`src/include/usc_status_control_map.vh`:
```
// Register offsets, field positions, reset values and constants of the serial status and control block
`ifndef USC_STATUS_CONTROL_MAP_VH
`define USC_STATUS_CONTROL_MAP_VH

// Register offsets
`define USC_OFF_TX_LOW          4'h2
`define USC_OFF_TX_HIGH         4'h3
`define USC_OFF_STATUS          4'h4
`define USC_OFF_INT_CTRL        4'h5
`define USC_OFF_EN_CTRL         4'h6

// Reset values
`define USC_RST_STATUS          8'h00
`define USC_RST_INT_CTRL        8'h00
`define USC_RST_EN_CTRL         8'h00
`define USC_RST_TX_DATA         9'h000

// Status field positions
`define USC_ST_RXC              7
`define USC_ST_TXC              6
`define USC_ST_DRE              5
`define USC_ST_RXS              4
`define USC_ST_SYNC             3
`define USC_ST_BREAK            1
`define USC_ST_WAIT_BREAK       0

// Interrupt control field positions
`define USC_IC_RXC_IE           7
`define USC_IC_TXC_IE           6
`define USC_IC_DRE_IE           5
`define USC_IC_START_IE         4
`define USC_IC_LOOPBACK         3
`define USC_IC_ABAUD_IE         2
`define USC_IC_DRIVER_HI        1
`define USC_IC_DRIVER_LO        0

// Enable control field positions
`define USC_EC_RX_EN            7
`define USC_EC_TX_EN            6
`define USC_EC_START_DET        4
`define USC_EC_OPEN_DRAIN       3
`define USC_EC_MODE_HI          2
`define USC_EC_MODE_LO          1
`define USC_EC_MULTI_PROC       0
`define USC_EC_WRITE_MASK       8'hDF

// Transmit high byte ninth bit position
`define USC_TX_NINTH            0

// Line driver modes
`define USC_DRV_OFF             2'h0
`define USC_DRV_EXTERNAL        2'h1
`define USC_DRV_INTERNAL        2'h2

// Receive modes
`define USC_RXM_GENERIC_AUTO    2'h2
`define USC_RXM_LIN_AUTO        2'h3

// Character sizes with nine data bits
`define USC_CHS_NINE_LOW_FIRST  3'h6
`define USC_CHS_NINE_HIGH_FIRST 3'h7

// Auto-baud constants
`define USC_SYNC_CHAR           8'h55
`define USC_BREAK_BITS          4'hB

`endif

```
`src/core/usc_status_control.v`:
```
// Status flags, interrupt enables and enable control of the serial port
//
// The implementer's own choice: the strobed register port.
`timescale 1ns/1ps
`include "usc_status_control_map.vh"

// How it works
// (RULE1) Ninth transmit bit only in nine-bit size
// (RULE2) Receive flag follows buffer; disable flushes it
// (RULE3) Transmit done when frame out, buffer empty
// (RULE4) Buffer empty until low byte written
// (RULE5) Software writes zero to buffer empty bit
// (RULE6) Start flag on falling edge in standby
// (RULE7) Sync error on bad timing or char
// (RULE8) Break after eleven low bits plus sync
// (RULE9) Wait-for-break arms next low-high; reads zero
// (RULE10) Receive enable requests receive vector
// (RULE11) Transmit enable requests transmit vector
// (RULE12) Empty enable requests empty vector
// (RULE13) Start interrupt raised on receive vector
// (RULE14) Loop-back routes transmit line to receive
// (RULE15) Sync error interrupt on receive vector
// (RULE16) Line driver mode off, external, internal
// (RULE17) Receiver enable owns pin; clear flushes
// (RULE18) Transmitter disable waits for empty, releases pin
// (RULE19) Start detect wakes system from sleep
// (RULE20) Receive handler reads data to clear
// (RULE21) Transmit handler loads data or masks
// (RULE22) Auto-baud flags only in auto-baud modes
// (RULE23) Writing zero leaves clearable flags alone
module usc_status_control
(
   input  wire       clk,
   input  wire       rstn,
   input  wire [3:0] reg_addr,
   input  wire [7:0] reg_wdata,
   input  wire       reg_wr,
   input  wire       reg_rd,
   output reg  [7:0] reg_rdata,
   input  wire [2:0] character_size,
   input  wire       master_spi_mode,
   input  wire       sleep_idle,
   input  wire       sleep_standby,
   input  wire       bit_tick,
   input  wire       rx_buf_nonempty,
   input  wire       rx_char_done,
   input  wire       sync_char_valid,
   input  wire [7:0] sync_char,
   input  wire       sync_bad_timing,
   input  wire       tx_load,
   input  wire       tx_shift_done,
   input  wire       tx_busy,
   input  wire       tx_line,
   input  wire       transmit_vector_ack,
   output reg  [8:0] tx_buf_data,
   output wire       tx_buf_valid,
   output wire       receive_vector,
   output wire       transmit_vector,
   output wire       buffer_empty_vector,
   output reg        rx_flush,
   output reg        autobaud_restart,
   output reg        break_detected,
   output wire [1:0] receive_mode,
   output wire       double_speed_mode,
   output wire       multi_proc_mode,
   output wire       receiver_enable,
   output reg        rx_pin_owned,
   output wire       rx_line,
   input  wire       rxd_pin,
   output reg        txd_out,
   output reg        txd_oe_n,
   output reg        driver_enable_pin,
   output reg        wake_request
);

   reg  [7:0] int_ctrl_reg;
   reg  [7:0] en_ctrl_reg;
   reg        transmit_complete_flag_reg;
   reg        buffer_empty_flag_reg;
   reg        receive_start_flag_reg;
   reg        sync_error_flag_reg;
   reg        break_found_flag_reg;
   reg        wait_break_reg;
   reg        wait_low_seen_reg;
   reg        break_seen_reg;
   reg  [3:0] low_bits_reg;
   reg        rxd_meta_reg;
   reg        rxd_sync_reg;
   reg        rx_line_prev_reg;
   reg        tx_active_reg;
   reg  [7:0] rdata_next;
   reg        tx_ninth_reg;

   wire       receive_complete_flag;
   wire       receive_complete_irq_en;
   wire       transmit_complete_irq_en;
   wire       buffer_empty_irq_en;
   wire       start_frame_irq_en;
   wire       loopback_enable;
   wire       autobaud_error_irq_en;
   wire [1:0] line_driver_mode;
   wire       transmitter_enable;
   wire       start_frame_detect_enable;
   wire       open_drain_enable;
   wire       autobaud_mode;
   wire       wr_status;
   wire       wr_int_ctrl;
   wire       wr_en_ctrl;
   wire       wr_tx_low;
   wire       wr_tx_high;
   wire       rx_fall;
   wire       rx_rise;
   wire       start_event;
   wire       sync_fault;
   wire       sync_good;
   wire       wait_break_done;
   wire       rx_disable;
   wire       tx_drive;

   // Decodes the receive mode field into the auto-baud class
   function is_autobaud;
      input [1:0] mode;
      begin
         is_autobaud = (mode == `USC_RXM_GENERIC_AUTO) || (mode == `USC_RXM_LIN_AUTO);
      end
   endfunction

   // Decodes the character size into the nine-bit class
   function is_nine_bit;
      input [2:0] size;
      begin
         is_nine_bit = (size == `USC_CHS_NINE_LOW_FIRST) || (size == `USC_CHS_NINE_HIGH_FIRST);
      end
   endfunction

   assign receive_complete_irq_en   = int_ctrl_reg[`USC_IC_RXC_IE];
   assign transmit_complete_irq_en  = int_ctrl_reg[`USC_IC_TXC_IE];
   assign buffer_empty_irq_en       = int_ctrl_reg[`USC_IC_DRE_IE];
   assign start_frame_irq_en        = int_ctrl_reg[`USC_IC_START_IE];
   assign loopback_enable           = int_ctrl_reg[`USC_IC_LOOPBACK];
   assign autobaud_error_irq_en     = int_ctrl_reg[`USC_IC_ABAUD_IE];
   assign line_driver_mode          = int_ctrl_reg[`USC_IC_DRIVER_HI:`USC_IC_DRIVER_LO];
   assign receiver_enable           = en_ctrl_reg[`USC_EC_RX_EN];
   assign transmitter_enable        = en_ctrl_reg[`USC_EC_TX_EN];
   assign start_frame_detect_enable = en_ctrl_reg[`USC_EC_START_DET];
   assign open_drain_enable         = en_ctrl_reg[`USC_EC_OPEN_DRAIN];
   assign receive_mode              = en_ctrl_reg[`USC_EC_MODE_HI:`USC_EC_MODE_LO];
   assign multi_proc_mode           = en_ctrl_reg[`USC_EC_MULTI_PROC];
   assign double_speed_mode         = (receive_mode == 2'h1);
   assign autobaud_mode             = is_autobaud(receive_mode); // RULE22

   assign wr_status   = reg_wr && (reg_addr == `USC_OFF_STATUS);
   assign wr_int_ctrl = reg_wr && (reg_addr == `USC_OFF_INT_CTRL);
   assign wr_en_ctrl  = reg_wr && (reg_addr == `USC_OFF_EN_CTRL);
   assign wr_tx_low   = reg_wr && (reg_addr == `USC_OFF_TX_LOW);
   assign wr_tx_high  = reg_wr && (reg_addr == `USC_OFF_TX_HIGH);

   // Pin is synchronised before anything looks at it; loop-back bypasses the pin
   assign rx_line     = loopback_enable ? tx_line : rxd_sync_reg; // RULE14
   assign rx_fall     = rx_line_prev_reg && !rx_line;
   assign rx_rise     = !rx_line_prev_reg && rx_line;

   // Flag gated by the enable so that disabling reads as an empty buffer at once
   assign receive_complete_flag = rx_buf_nonempty && receiver_enable; // RULE2
   assign rx_disable  = wr_en_ctrl && receiver_enable && !reg_wdata[`USC_EC_RX_EN];

   assign start_event = start_frame_detect_enable && sleep_standby && !master_spi_mode && rx_fall; // RULE6

   assign sync_fault  = autobaud_mode && receiver_enable
                        && (sync_bad_timing
                            || (sync_char_valid && (receive_mode == `USC_RXM_LIN_AUTO)
                                && (sync_char != `USC_SYNC_CHAR))); // RULE7
   assign sync_good   = autobaud_mode && receiver_enable && sync_char_valid && !sync_fault;
   assign wait_break_done = wait_break_reg && wait_low_seen_reg && rx_rise; // RULE9

   assign tx_buf_valid = !buffer_empty_flag_reg;

   // Vector requests are levels that hold while flag and enable are both set
   assign receive_vector      = (receive_complete_flag && receive_complete_irq_en)     // RULE10 RULE20
                                || (receive_start_flag_reg && start_frame_irq_en)       // RULE13
                                || (sync_error_flag_reg && autobaud_error_irq_en);      // RULE15
   assign transmit_vector     = transmit_complete_flag_reg && transmit_complete_irq_en; // RULE11
   assign buffer_empty_vector = buffer_empty_flag_reg && buffer_empty_irq_en;          // RULE12 RULE21

   always @(posedge clk)
   begin
      if (!rstn)
      begin
         rxd_meta_reg     <= 1'b1;
         rxd_sync_reg     <= 1'b1;
         rx_line_prev_reg <= 1'b1;
      end
      else
      begin
         rxd_meta_reg     <= rxd_pin;
         rxd_sync_reg     <= rxd_meta_reg;
         rx_line_prev_reg <= rx_line;
      end
   end

   // Control registers
   always @(posedge clk)
   begin
      if (!rstn)
      begin
         int_ctrl_reg <= `USC_RST_INT_CTRL;
         en_ctrl_reg  <= `USC_RST_EN_CTRL;
      end
      else
      begin
         if (wr_int_ctrl)
            int_ctrl_reg <= reg_wdata;
         if (wr_en_ctrl)
            en_ctrl_reg <= reg_wdata & `USC_EC_WRITE_MASK;
      end
   end

   // Transmit buffer; a low-byte write while it is still full is dropped
   always @(posedge clk)
   begin
      if (!rstn)
      begin
         buffer_empty_flag_reg <= 1'b1;
         tx_buf_data           <= `USC_RST_TX_DATA;
         tx_ninth_reg          <= 1'b0;
      end
      else
      begin
         if (wr_tx_high)
            tx_ninth_reg <= reg_wdata[`USC_TX_NINTH];
         if (wr_tx_low && buffer_empty_flag_reg)
         begin
            buffer_empty_flag_reg <= 1'b0; // RULE4
            tx_buf_data[7:0]      <= reg_wdata;
            tx_buf_data[8]        <= is_nine_bit(character_size) && tx_ninth_reg; // RULE1
         end
         else if (tx_load)
            buffer_empty_flag_reg <= 1'b1; // RULE4
         // Late ninth bit for low-byte-first order while the word waits
         if (wr_tx_high && !buffer_empty_flag_reg && !tx_load)
            tx_buf_data[8] <= is_nine_bit(character_size) && reg_wdata[`USC_TX_NINTH]; // RULE1
      end
   end

   // Write-one-to-clear flags; a set in the same cycle wins over the clear
   always @(posedge clk)
   begin
      if (!rstn)
      begin
         transmit_complete_flag_reg <= 1'b0;
         receive_start_flag_reg     <= 1'b0;
         sync_error_flag_reg        <= 1'b0;
         break_found_flag_reg       <= 1'b0;
      end
      else
      begin
         if (tx_shift_done && buffer_empty_flag_reg && !tx_load)
            transmit_complete_flag_reg <= 1'b1; // RULE3
         else if (transmit_vector_ack || (wr_status && reg_wdata[`USC_ST_TXC]))
            transmit_complete_flag_reg <= 1'b0; // RULE3 RULE23

         if (start_event)
            receive_start_flag_reg <= 1'b1; // RULE6
         else if (wr_status && reg_wdata[`USC_ST_RXS])
            receive_start_flag_reg <= 1'b0; // RULE23

         if (sync_fault)
            sync_error_flag_reg <= 1'b1; // RULE7
         else if ((wr_status && reg_wdata[`USC_ST_SYNC]) || rx_disable)
            sync_error_flag_reg <= 1'b0; // RULE23

         if (sync_good && break_seen_reg)
            break_found_flag_reg <= 1'b1; // RULE8
         else if (rx_char_done || (wr_status && reg_wdata[`USC_ST_BREAK]) || rx_disable)
            break_found_flag_reg <= 1'b0; // RULE8 RULE23
      end
   end

   // Break detector: eleven low bit times, or one low-high pair when armed
   always @(posedge clk)
   begin
      if (!rstn)
      begin
         low_bits_reg      <= 4'h0;
         break_seen_reg    <= 1'b0;
         wait_break_reg    <= 1'b0;
         wait_low_seen_reg <= 1'b0;
         break_detected    <= 1'b0;
      end
      else if (rx_disable || !autobaud_mode)
      begin
         low_bits_reg      <= 4'h0; // RULE17
         break_seen_reg    <= 1'b0;
         wait_break_reg    <= wr_status && reg_wdata[`USC_ST_WAIT_BREAK] && autobaud_mode;
         wait_low_seen_reg <= 1'b0;
         break_detected    <= 1'b0;
      end
      else
      begin
         break_detected <= 1'b0;
         if (rx_line)
            low_bits_reg <= 4'h0;
         else if (bit_tick && (low_bits_reg != `USC_BREAK_BITS))
            low_bits_reg <= low_bits_reg + 4'h1;

         if (wr_status && reg_wdata[`USC_ST_WAIT_BREAK])
         begin
            wait_break_reg    <= 1'b1; // RULE9
            wait_low_seen_reg <= 1'b0;
         end
         else if (wait_break_done)
         begin
            wait_break_reg    <= 1'b0;
            wait_low_seen_reg <= 1'b0;
         end
         else if (wait_break_reg && rx_fall)
            wait_low_seen_reg <= 1'b1; // RULE9

         if ((bit_tick && !rx_line && (low_bits_reg == `USC_BREAK_BITS - 4'h1)) || wait_break_done)
         begin
            break_seen_reg <= 1'b1; // RULE8 RULE9
            break_detected <= 1'b1;
         end
         else if (sync_char_valid || sync_bad_timing || (wr_status && reg_wdata[`USC_ST_SYNC]))
            break_seen_reg <= 1'b0;
      end
   end

   // Pulses to the receive engine: flush on disable, back to idle on sync clear
   always @(posedge clk)
   begin
      if (!rstn)
      begin
         rx_flush         <= 1'b0;
         autobaud_restart <= 1'b0;
         rx_pin_owned     <= 1'b0;
         wake_request     <= 1'b0;
      end
      else
      begin
         rx_flush         <= rx_disable; // RULE17
         autobaud_restart <= (wr_status && reg_wdata[`USC_ST_SYNC]) || (rx_disable && autobaud_mode); // RULE7 RULE17
         rx_pin_owned     <= receiver_enable; // RULE17
         wake_request     <= start_frame_detect_enable && (sleep_idle || sleep_standby) && rx_fall; // RULE19
      end
   end

   // Transmitter keeps the pin until both shift register and buffer drain; in internal driver mode it drives only while tx_busy
   assign tx_drive = tx_active_reg && ((line_driver_mode != `USC_DRV_INTERNAL) || tx_busy); // RULE16

   always @(posedge clk)
   begin
      if (!rstn)
      begin
         tx_active_reg     <= 1'b0;
         txd_out           <= 1'b1;
         txd_oe_n          <= 1'b1;
         driver_enable_pin <= 1'b0;
      end
      else
      begin
         tx_active_reg     <= transmitter_enable || (tx_active_reg && (tx_busy || !buffer_empty_flag_reg)); // RULE18
         txd_out           <= tx_line;
         // Open drain only pulls low; the high level comes from the pull-up
         txd_oe_n          <= !(tx_drive && !(open_drain_enable && tx_line)); // RULE18
         driver_enable_pin <= (line_driver_mode == `USC_DRV_EXTERNAL) && tx_active_reg && tx_busy; // RULE16
      end
   end

   // Read port: data stands the cycle after the strobe, unmapped reads zero
   always @*
   begin
      rdata_next = 8'h00;
      case (reg_addr)
         `USC_OFF_TX_LOW:   rdata_next = tx_buf_data[7:0];
         `USC_OFF_TX_HIGH:  rdata_next = {7'h00, tx_ninth_reg};
         `USC_OFF_STATUS:
         begin
            rdata_next[`USC_ST_RXC]   = receive_complete_flag;
            rdata_next[`USC_ST_TXC]   = transmit_complete_flag_reg;
            rdata_next[`USC_ST_DRE]   = buffer_empty_flag_reg; // RULE5
            rdata_next[`USC_ST_RXS]   = receive_start_flag_reg && start_frame_detect_enable; // RULE6
            rdata_next[`USC_ST_SYNC]  = sync_error_flag_reg;
            rdata_next[`USC_ST_BREAK] = break_found_flag_reg && autobaud_mode; // RULE8
         end
         `USC_OFF_INT_CTRL: rdata_next = int_ctrl_reg;
         `USC_OFF_EN_CTRL:  rdata_next = en_ctrl_reg;
         default:           rdata_next = 8'h00;
      endcase
   end

   always @(posedge clk)
   begin
      if (!rstn)
         reg_rdata <= 8'h00;
      else if (reg_rd)
         reg_rdata <= rdata_next;
      else
         reg_rdata <= 8'h00;
   end

endmodule

```
`config.mk`:
```
export PLATFORM = sky130hd
export DESIGN_NAME = usc_status_control
export DESIGN_NICKNAME = d
export VERILOG_FILES = /design/src/core/usc_status_control.v
export VERILOG_INCLUDE_DIRS = /design/src /design/src/include
export SDC_FILE = /design/constraint.sdc
export NUM_CORES = 1
export LEC_CHECK = 0
export ABC_AREA = 1
export BUFFER_PORTS_ARGS = -buffer_cell sky130_fd_sc_hd__buf_2
export CORE_MARGIN = 2
export CORE_UTILIZATION = 50
export CTS_BUF_LIST = sky130_fd_sc_hd__clkbuf_16
export DETAILED_ROUTE_END_ITERATION = 7
export PLACE_DENSITY = 0.82
export SKIP_LAST_GASP = 1
export SLEW_MARGIN = 20
export SYNTH_ARGS = -nofsm -noshare
export SYNTH_HDL_FRONTEND = slang
export SYNTH_SLANG_ARGS = --single-unit
```
`constraint.sdc`:
```
create_clock -name clk -period 1.5 [get_ports clk]
set_input_delay 0.3 -clock clk [delete_from_list [all_inputs] [get_ports clk]]
set_output_delay 0.3 -clock clk [all_outputs]
set_load 0.01 [all_outputs]
```
==> reports/qor.yml, run 1 <==
die_w_um: 74.7
drv_cap: 0
power_mw: 3.70
syn_area_per_cell_sq_um: 7.56
cp_slowest_cell: "dfxtp_1"
maxSlewViolCount: 0
hold_class: "in -> reg"
synth_cell_types: 36
core_area_sq_mm: 0.00479
grt_pass1_vias: 2273
grt_pass1_wl_mm: 10.4
clk_pin_slew_ps: 50
tns_ps: 0
vias: 2432
use_met2_pct: 42.1
r2r-start: "low_bits_reg[0]"
max_stage_delay_ps: 330
grt_use_met1_pct: 30.3
worst-path-max-fanout: 6
dpl_worst_slack_ps: 81.7
die_area_sq_mm: 0.00558
rsz0062_at_grt: "no"
dpl_cell_area_sq_mm: 0.00290
clockRootBuffer: "clkbuf_16"
setup.worst_path.end_class: "output port"
grt_max_degree: 19
cts_max_level: 3
use_met3_pct: 8.17
port-buffer-count: 74
path_cells: "inv_1, nand2_1, nand2_2, buf_2"
worstSkewPairLatency_ps: 330
routed_wl_mm: 6.43
vdd_ir_drop_max_mv: 0.649
p_sw_share_pct: 22.3
slew_headroom_pct: 77.1
pwr-share-comb_pct: 6.3
drive_gt1_share_pct: 27.4
overflow: 0
ys_warn_count: 0
diodes: 0
drt-wirelength-per-cell_um: 13.4
grt_usage_pct: 25.2
antenna_found_initial: 0
ios: 76
area_growth_pct: 27.5
largest_register_ffs: 9
routabilityCongestion: 0.869
worst_pin_slew_ps: 343
clockPowerShare_pct: 51.7
cts_buffers: 9
layout.nets: 451
cts_sinks: 57
setup_viol: 0
status: "finished clean"
fin_skew_ps: 5.24
min_from: "rxd_pin"
postLayoutSetupSlackWorst_ps: 81.1
power_frac_seq_pct: 42.0
finalHoldViolations: 0
rows: 25
startpoint: "int_ctrl_reg[3]"
ant_nets: 0
crit_type: "reg -> out"
critPathRequiredTime_ps: 1200
power.density_mw_per_mm2: 1160
start_kind: "flip-flop"
cts_tree: "done"
p_int_mw: 2.88
syn_area_sq_mm: 0.00250
fin_area_sq_mm: 0.00319
vias_per_cell: 5.07
dpl.hpwl_mm: 4.51
start_util_pct: 52.3
drc: 0
die_y_um: 74.7
switching_power_mw: 0.826
cp.arrival_ps: 1120
synth.ff_latch_count: 57
finalCriticalPeriod_ps: 1420
seq_area_frac_synth_pct: 45.6
fin_crit_sh_pct: 94.6
synthesis.nets: 374
total_leakage_power_nw: 1.48
clockBufferDepth: 2
drt_iter0_markers: 260
max_freq_ghz: 0.705
synthCells: 331
drtPass1Iterations: 4
gr-max-usage-layer: "met2"
fill_cells: 400
==> layout by cell type, fill, tap and decap left out, types with 3 or more instances in the layout <==
cell and n:
dfxtp_1 56, inv_1 53, o22ai_1 7, nor2_1 31, buf_4 3, nor2_4 4
or2_2 4, o21ai_0 26, buf_2 74, nand2_1 53, inv_2 3, nand4_1 6
o21ai_2 3, clkbuf_16 9, nand3_1 16, nand2_2 4, a21oi_1 36
==> cells in the mapped netlist, drive strengths merged <==
master / number / share of area, %
buf: 8 / 2.6
a21o: 1 / 0.30
or2: 4 / 1.0
a21oi: 36 / 7.2
nor2: 35 / 6.5
o31ai: 1 / 0.30
clkbuf: 3 / 0.45
nor3: 2 / 0.40
nor2b: 1 / 0.25
o221ai: 1 / 0.35
o211ai: 1 / 0.30
o21ai: 30 / 6.3
nand2: 58 / 9.3
dfxtp: 57 / 46
nand4: 7 / 2.4
nor3b: 2 / 0.60
nand3: 18 / 4.3
o22ai: 7 / 1.8
xor2: 1 / 0.35
inv: 54 / 8.2
o2111ai: 1 / 0.35
ha: 2 / 1.0
nor4: 1 / 0.25
==> critical path, delay by kind of cell, from the launching register on <==
family        cells  cell delay, ps
simple gates      2             190
flops             1             330
buf+inv           2             270
==> final cells by class <==
class | count | area, sq um | area share (%)
sequential | 57 | 1140 | 35.8
multi-input combinational | 209 | 1080 | 34.0
timing repair buffer | 77 | 393 | 12.3
clock buffer | 9 | 225 | 7.06
inverter | 54 | 205 | 6.43
tap | 67 | 83.8 | 2.63
clock inverter | 7 | 55.1 | 1.73
==> kinds of logic (layout without fill, tap and decap cells) <==
| group | Yosys count | count (layout) | share of synthesized area, % |
|---|---|---|---|
| xor+xnor | 1 | 1 | 0.350 |
| buf+inv | 65 | 147 | 11.3 |
| compound gates | 78 | 78 | 16.9 |
| simple gates | 128 | 128 | 24.9 |
| fa+ha+maj | 2 | 2 | 1.00 |
| flops | 57 | 57 | 45.6 |
==> power by group through the flow <==
stage                     registers [mW]  clock network, mW  logic, mW
final                               1.55               1.91      0.234
after global routing                1.55               2.01      0.260
after CTS                           1.55               1.92      0.232
after detailed placement            1.58                  0      0.229
after global placement              1.58                  0      0.225
after floorplan                     1.58                  0      0.118
==> metal layers <==
| metal | wire length, um | vias to the layer above |
|---|---|---|
| li1 | - | 1228 |
| met1 | 2670 | 1109 |
| met2 | 3160 | 86 |
| met3 | 504 | 9 |
| met4 | 94 | 0 |
| met5 | 0 | - |
==> final timing paths <==
kind	to	slack (ps)	cells past startpoint
max	rx_line	80	4
min	rxd_meta_reg	170	2
max reg2reg	low_bits_reg[3]	160	7
min reg2reg	rxd_sync_reg	420	1
==> stage by stage <==
| stage | hold slack, ps | util (%) | std cells |
|---|---|---|---|
| after global routing | 176 | 66.6 | 480 |
| final | 174 | 66.6 | 480 |
| after CTS | 179 | 66.5 | 480 |
| after floorplan | 393 | - | 331 |
| after detailed placement | 421 | 60.6 | 464 |
| after global placement | 400 | 60.6 | 464 |
==> repair_timing <==
action                                  4_1_cts  5_1_grt
pin swaps                                     0        0
hold buffers                                  0        0
buffers inserted                              0        0
endpoints found under the setup margin        1        2
hold endpoints to repair                      0        0
resized for setup                             1        2
Note: power is estimated with default switching activity, not from simulation.
==> run 2, diff against run 1 <==
--- a/config.mk
+++ b/config.mk
@@ -8,11 +8,11 @@
 export LEC_CHECK = 0
 export ABC_AREA = 1
 export BUFFER_PORTS_ARGS = -buffer_cell sky130_fd_sc_hd__buf_2
-export CORE_MARGIN = 2
-export CORE_UTILIZATION = 50
-export CTS_BUF_LIST = sky130_fd_sc_hd__clkbuf_16
+export CELL_PAD_IN_SITES_DETAIL_PLACEMENT = 0
+export CELL_PAD_IN_SITES_GLOBAL_PLACEMENT = 1
+export CORE_UTILIZATION = 36
 export DETAILED_ROUTE_END_ITERATION = 7
-export PLACE_DENSITY = 0.82
+export PLACE_DENSITY = 0.83
 export SKIP_LAST_GASP = 1
 export SLEW_MARGIN = 20
 export SYNTH_ARGS = -nofsm -noshare
==> run 2 against run 1 <==
Net effect:
- utilization is 20 points lower
- sequential share of layout area is 0.21 points higher
- combinational power is 4% higher
- maximum frequency is 0.84% higher
- worst hold slack worse by 13 ps
- critical path depth is 2 lower
- die area is 30% higher
- critical endpoint is now double_speed_mode
- via count is 2.1% lower
- largest power group is now registers
- worst setup slack better by 12 ps
- flip-flop and latch count stayed put
==> reports/qor.yml, run 2 (same netlist as run 1, synthesis figures left out) <==
status: "finished clean"  # unchanged
critPathRequiredTime_ps: 1200  # about the same
overflow: 0  # unchanged
slew_headroom_pct: 76.8  # was 77.1%
vias_per_cell: 4.79  # was 5.07
worst_pin_slew_ps: 348  # was 343 ps
finalCriticalPeriod_ps: 1410  # was 1420 ps
hold_class: "in -> reg"  # unchanged
post_cts_buffers: 0  # unchanged
r2r-start: "low_bits_reg[1]"  # was low_bits_reg[0]
clockRootBuffer: "clkbuf_8"  # was clkbuf_16
core_area_sq_mm: 0.00676  # was 0.00479 sq mm
worstSkewPairLatency_ps: 330  # about the same
r2r-end: "low_bits_reg[3]"  # unchanged
cp-endpoint: "double_speed_mode"  # was rx_line
cts_max_level: 3  # unchanged
antenna_found_initial: 0  # unchanged
power_mw: 3.33  # was 3.70 mW
worst-path-max-fanout: 9  # was 6
dpl_worst_slack_ps: 91.6  # was 81.7 ps
dpl.hpwl_mm: 4.88  # was 4.51 mm
vias: 2382  # was 2432
setup.worst_path.end_class: "output port"  # unchanged
start_util_pct: 37.0  # was 52.3%
largest_register_ffs: 9  # unchanged
drt_iter0_markers: 113  # was 260
power.density_mw_per_mm2: 1050  # was 1160 mW/mm^2
clockBufferDepth: 2  # unchanged
routabilityCongestion: 0.798  # was 0.869
drt-wirelength-per-cell_um: 13.0  # was 13.4 um
diodes: 0  # unchanged
drtPass1Iterations: 6  # was 4
total_leakage_power_nw: 1.45  # was 1.48 nW
tns_ps: 0  # unchanged
startpoint: "en_ctrl_reg[2]"  # was int_ctrl_reg[3]
max_freq_ghz: 0.711  # was 0.705 GHz
cts_tree: "done"  # unchanged
final_core_util_pct: 47.0  # was 66.6%
layout_common_cells: "buf_2 (74), dfxtp_1 (56), nand2_1 (53)"  # was buf_2 (74), dfxtp_1 (56), inv_1 (53), nand2_1 (53), a21oi_1 (36)
worst-r2r-setup-slack_ps: 180  # was 160 ps
cp.arrival_ps: 1110  # was 1120 ps
ant_nets: 0  # unchanged
die_area_sq_mm: 0.00728  # was 0.00558 sq mm
drv_cap: 0  # unchanged
die_w_um: 85.4  # was 74.7 um
vdd_ir_drop_max_mv: 0.362  # was 0.649 mV
postLayoutSetupSlackWorst_ps: 93.0  # was 81.1 ps
ios: 76  # unchanged
layout.nets: 455  # was 451
fin_crit_sh_pct: 93.8  # was 94.6%
grt_usage_pct: 19.1  # was 25.2%
fill_cells: 702  # was 400
finalHoldViolations: 0  # unchanged
crit_type: "reg -> out"  # unchanged
rows: 30  # was 25
worst_hold_slack_ps: 161  # was 174 ps
area_growth_pct: 27.1  # was 27.5%
drc: 0  # unchanged
dp_cells: 481  # was 464
setup_viol: 0  # unchanged
grt_pass1_wl_mm: 10.6  # was 10.4 mm
start_kind: "flip-flop"  # unchanged
grt_max_degree: 19  # unchanged
cts_sinks: 57  # unchanged
rsz0062_at_grt: "no"  # unchanged
port-buffer-count: 74  # unchanged
die_y_um: 85.4  # was 74.7 um
dpl_cell_area_sq_mm: 0.00295  # was 0.00290 sq mm
rr_worst_depth: 7  # unchanged
drive_gt1_share_pct: 29.0  # was 27.4%
routed_wl_mm: 6.47  # was 6.43 mm
clk_pin_slew_ps: 70  # was 50 ps
final_cells: 497  # was 480
final_common_cell: "buf_2"  # unchanged
fin_area_sq_mm: 0.00318  # was 0.00319 sq mm
cts_buffers: 9  # unchanged
grt_pass1_vias: 2227  # was 2273
fin_skew_ps: 6.85  # was 5.24 ps
maxSlewViolCount: 0  # unchanged
==> run 2: report_power, final <==
part	switching (mW)	internal (mW)	total (mW)
logic	0.151	0.0922	0.243
registers	0.0127	1.53	1.55
clock network	0.635	0.900	1.54
total	0.800	2.53	3.33
==> run 2: area by class of cell <==
cell class / count / area (sq um) / share of cell area (%)
well taps: 80 / 100 / 3.15
clock inverters: 4 / 50.0 / 1.57
inverters: 54 / 205 / 6.46
repair buffers: 81 / 423 / 13.3
flip-flops and latches: 57 / 1140 / 36.0
clock buffers: 12 / 165 / 5.20
multi-input cells: 209 / 1090 / 34.3
==> run 2: how the worst min path moves through the flow <==
stage	start	end	slack [ps]	cells after the start
finish	rxd_pin	rxd_meta_reg	160	2
global route	rxd_pin	rxd_meta_reg	150	2
CTS	rxd_pin	rxd_meta_reg	150	2
detailed placement	rxd_meta_reg	rxd_sync_reg	420	1
global placement	rxd_meta_reg	rxd_sync_reg	400	1
floorplan	rxd_meta_reg	rxd_sync_reg	390	1
==> run 2: worst max-delay path: stages (launching register included) <==
cell and delay (ps):
dfxtp_1 530, nor2_1 100, buf_2 150
==> run 2: repair_timing <==
action	in CTS	in global routing
gates resized for setup	2	3
pin swaps	0	0
endpoints found under the setup margin	2	3
hold buffers	0	0
==> run 2: metal layers <==
layer	global-route usage, %	part of all wire (%)
met1	25.1	49
met2	30.4	46
met3	5.16	4.7
met4	6.67	1.0
met5	0	0
==> run 3, diff against run 2 <==
--- a/config.mk
+++ b/config.mk
@@ -7,11 +7,12 @@
 export NUM_CORES = 1
 export LEC_CHECK = 0
 export ABC_AREA = 1
-export BUFFER_PORTS_ARGS = -buffer_cell sky130_fd_sc_hd__buf_2
+export BUFFER_PORTS_ARGS = -buffer_cell sky130_fd_sc_hd__buf_4
 export CELL_PAD_IN_SITES_DETAIL_PLACEMENT = 0
 export CELL_PAD_IN_SITES_GLOBAL_PLACEMENT = 1
 export CORE_UTILIZATION = 36
 export DETAILED_ROUTE_END_ITERATION = 7
+export MAX_ROUTING_LAYER = met4
 export PLACE_DENSITY = 0.83
 export SKIP_LAST_GASP = 1
 export SLEW_MARGIN = 20
==> run 3 against run 2 <==
Net effect:
- total power up 4.1%
- via count is 0.17% higher
- worst hold slack got worse by 5.1 ps
- utilization up 2.5 points
- sequential power barely moved
- wire length decreased by 0.14%
- flip-flop and latch count unchanged
- clock skew is 2.1 ps higher
- first-iteration DRC count is 2.7% lower
- clock power increased by 6%
- critical path type unchanged
- critical endpoint is now receive_vector
- highest routed layer unchanged
==> reports/qor.yml, run 3 (same netlist as run 1, synthesis figures left out) <==
status: "finished clean"  # unchanged
r2r-start: "low_bits_reg[0]"  # was low_bits_reg[1]
cp.arrival_ps: 1120  # was 1110 ps
rr_worst_depth: 7  # unchanged
path_cells: "nand3_1, o211ai_1, buf_4"  # was nor2_1, buf_2
drt_iter0_markers: 110  # was 113
worst-path-max-fanout: 7  # was 9
worstSkewPairLatency_ps: 340  # was 330 ps
vdd_ir_drop_max_mv: 0.447  # was 0.362 mV
grt_usage_pct: 19.8  # was 19.1%
die_area_sq_mm: 0.00728  # unchanged
clockRootBuffer: "clkbuf_8"  # unchanged
final_core_util_pct: 49.5  # was 47.0%
setup_viol: 0  # unchanged
ant_nets: 0  # unchanged
cts_sinks: 57  # unchanged
max_freq_ghz: 0.704  # was 0.711 GHz
final_common_cell: "buf_4"  # was buf_2
crit_family: "flip-flops"  # unchanged
rsz0062_at_grt: "no"  # unchanged
rows: 30  # unchanged
drtPass1Iterations: 6  # unchanged
critPathBufInv: 1  # unchanged
finalCriticalPeriod_ps: 1420  # was 1410 ps
cts_buffers: 9  # unchanged
crit_cells: 3  # was 2
start_util_pct: 37.0  # unchanged
drt-wirelength-per-cell_um: 13.1  # was 13.0 um
vias: 2386  # was 2382
tns_ps: 0  # unchanged
cts_max_level: 3  # unchanged
critPathRequiredTime_ps: 1200  # about the same
power.density_mw_per_mm2: 1030  # was 1050 mW/mm^2
worst_hold_slack_ps: 156  # was 161 ps
maxSlewViolCount: 0  # unchanged
largest_register_ffs: 9  # unchanged
antenna_found_initial: 0  # unchanged
core_area_sq_mm: 0.00676  # unchanged
clockBufferDepth: 2  # unchanged
routed_wl_mm: 6.46  # was 6.47 mm
max_stage_delay_ps: 410  # was 530 ps
layout.nets: 452  # was 455
drc: 0  # unchanged
whs_path_depth: 2  # unchanged
cp_slowest_cell: "dfxtp_2"  # was dfxtp_1
overflow: 0  # unchanged
min_from: "rxd_pin"  # unchanged
post_cts_buffers: 0  # unchanged
area_growth_pct: 33.8  # was 27.1%
setup.worst_path.end_class: "output port"  # unchanged
finalHoldViolations: 0  # unchanged
total_leakage_power_nw: 1.48  # was 1.45 nW
die_y_um: 85.4  # unchanged
worst-r2r-setup-slack_ps: 170  # was 180 ps
worst_pin_slew_ps: 317  # was 348 ps
fin_area_sq_mm: 0.00335  # was 0.00318 sq mm
die_w_um: 85.4  # unchanged
hold_class: "in -> reg"  # unchanged
fin_skew_ps: 9.00  # was 6.85 ps
drv_cap: 0  # unchanged
grt_pass1_vias: 2249  # was 2227
routabilityCongestion: 0.806  # was 0.798
cts_tree: "done"  # unchanged
slew_headroom_pct: 78.9  # was 76.8%
crit_type: "reg -> out"  # unchanged
r2r-end: "low_bits_reg[3]"  # unchanged
port-buffer-count: 74  # unchanged
clk_pin_slew_ps: 70  # about the same
whs_endpoint: "rxd_meta_reg"  # unchanged
drive_gt1_share_pct: 28.7  # was 29.0%
diodes: 0  # unchanged
dpl.hpwl_mm: 4.86  # was 4.88 mm
ios: 76  # unchanged
dpl_cell_area_sq_mm: 0.00311  # was 0.00295 sq mm
grt_max_degree: 19  # unchanged
start_kind: "flip-flop"  # unchanged
grt_pass1_wl_mm: 10.7  # was 10.6 mm
postCtsHoldBufs: 0  # unchanged
vias_per_cell: 4.83  # was 4.79
layout_common_cells: "buf_4 (78), dfxtp_1 (55), nand2_1 (53)"  # was buf_2 (74), dfxtp_1 (56), nand2_1 (53)
fin_crit_sh_pct: 94.7  # was 93.8%
==> run 3: repair_timing <==
item	CTS	global route
setup endpoints to repair	1	3
resized for setup	1	3
pin swaps	0	0
==> run 3: through the flow <==
stage	total power, mW	setup WS [ps]	std cells
after detailed placement	1.85	102	478
after global routing	3.58	14.3	494
after CTS	3.49	13.9	494
after floorplan	1.70	267	331
final	3.46	80.0	494
after global placement	1.85	134	478
==> run 3: area by class of cell <==
cell class | instances | area [sq um]
Inverter | 54 | 205
Sequential cell | 57 | 1140
Clock buffer | 9 | 124
Timing Repair Buffer | 78 | 586
Tap cell | 80 | 100
Fill cell | 704 | 3410
Clock inverter | 7 | 103
Multi-Input combinational cell | 209 | 1080
==> run 3: report_power, final <==
| group | leakage (nW) | switching, mW | internal (mW) | total, mW |
|---|---|---|---|---|
| registers | 0.462 | 0.0133 | 1.53 | 1.55 |
| logic | 0.903 | 0.149 | 0.122 | 0.271 |
| clock network | 0.110 | 0.691 | 0.952 | 1.64 |
==> run 3: worst max path at each step <==
stage	from	end	slack (ps)
global placement	reg_addr[0]	tx_buf_data[8]	130
floorplan	low_bits_reg[1]	low_bits_reg[3]	270
global route	en_ctrl_reg[7]	receive_vector	10
CTS	int_ctrl_reg[3]	rx_line	10
detailed placement	reg_addr[0]	reg_rdata[0]	100
finish	en_ctrl_reg[7]	receive_vector	80
==> run 3: layer usage <==
layer  up-vias  routed length [um]  track usage [%]
met5         -                   0                -
met4         0                 104             8.79
met3        13                 349             3.60
met2        67                3050             30.9
met1      1075                2950             24.9
li1       1231                   -                -
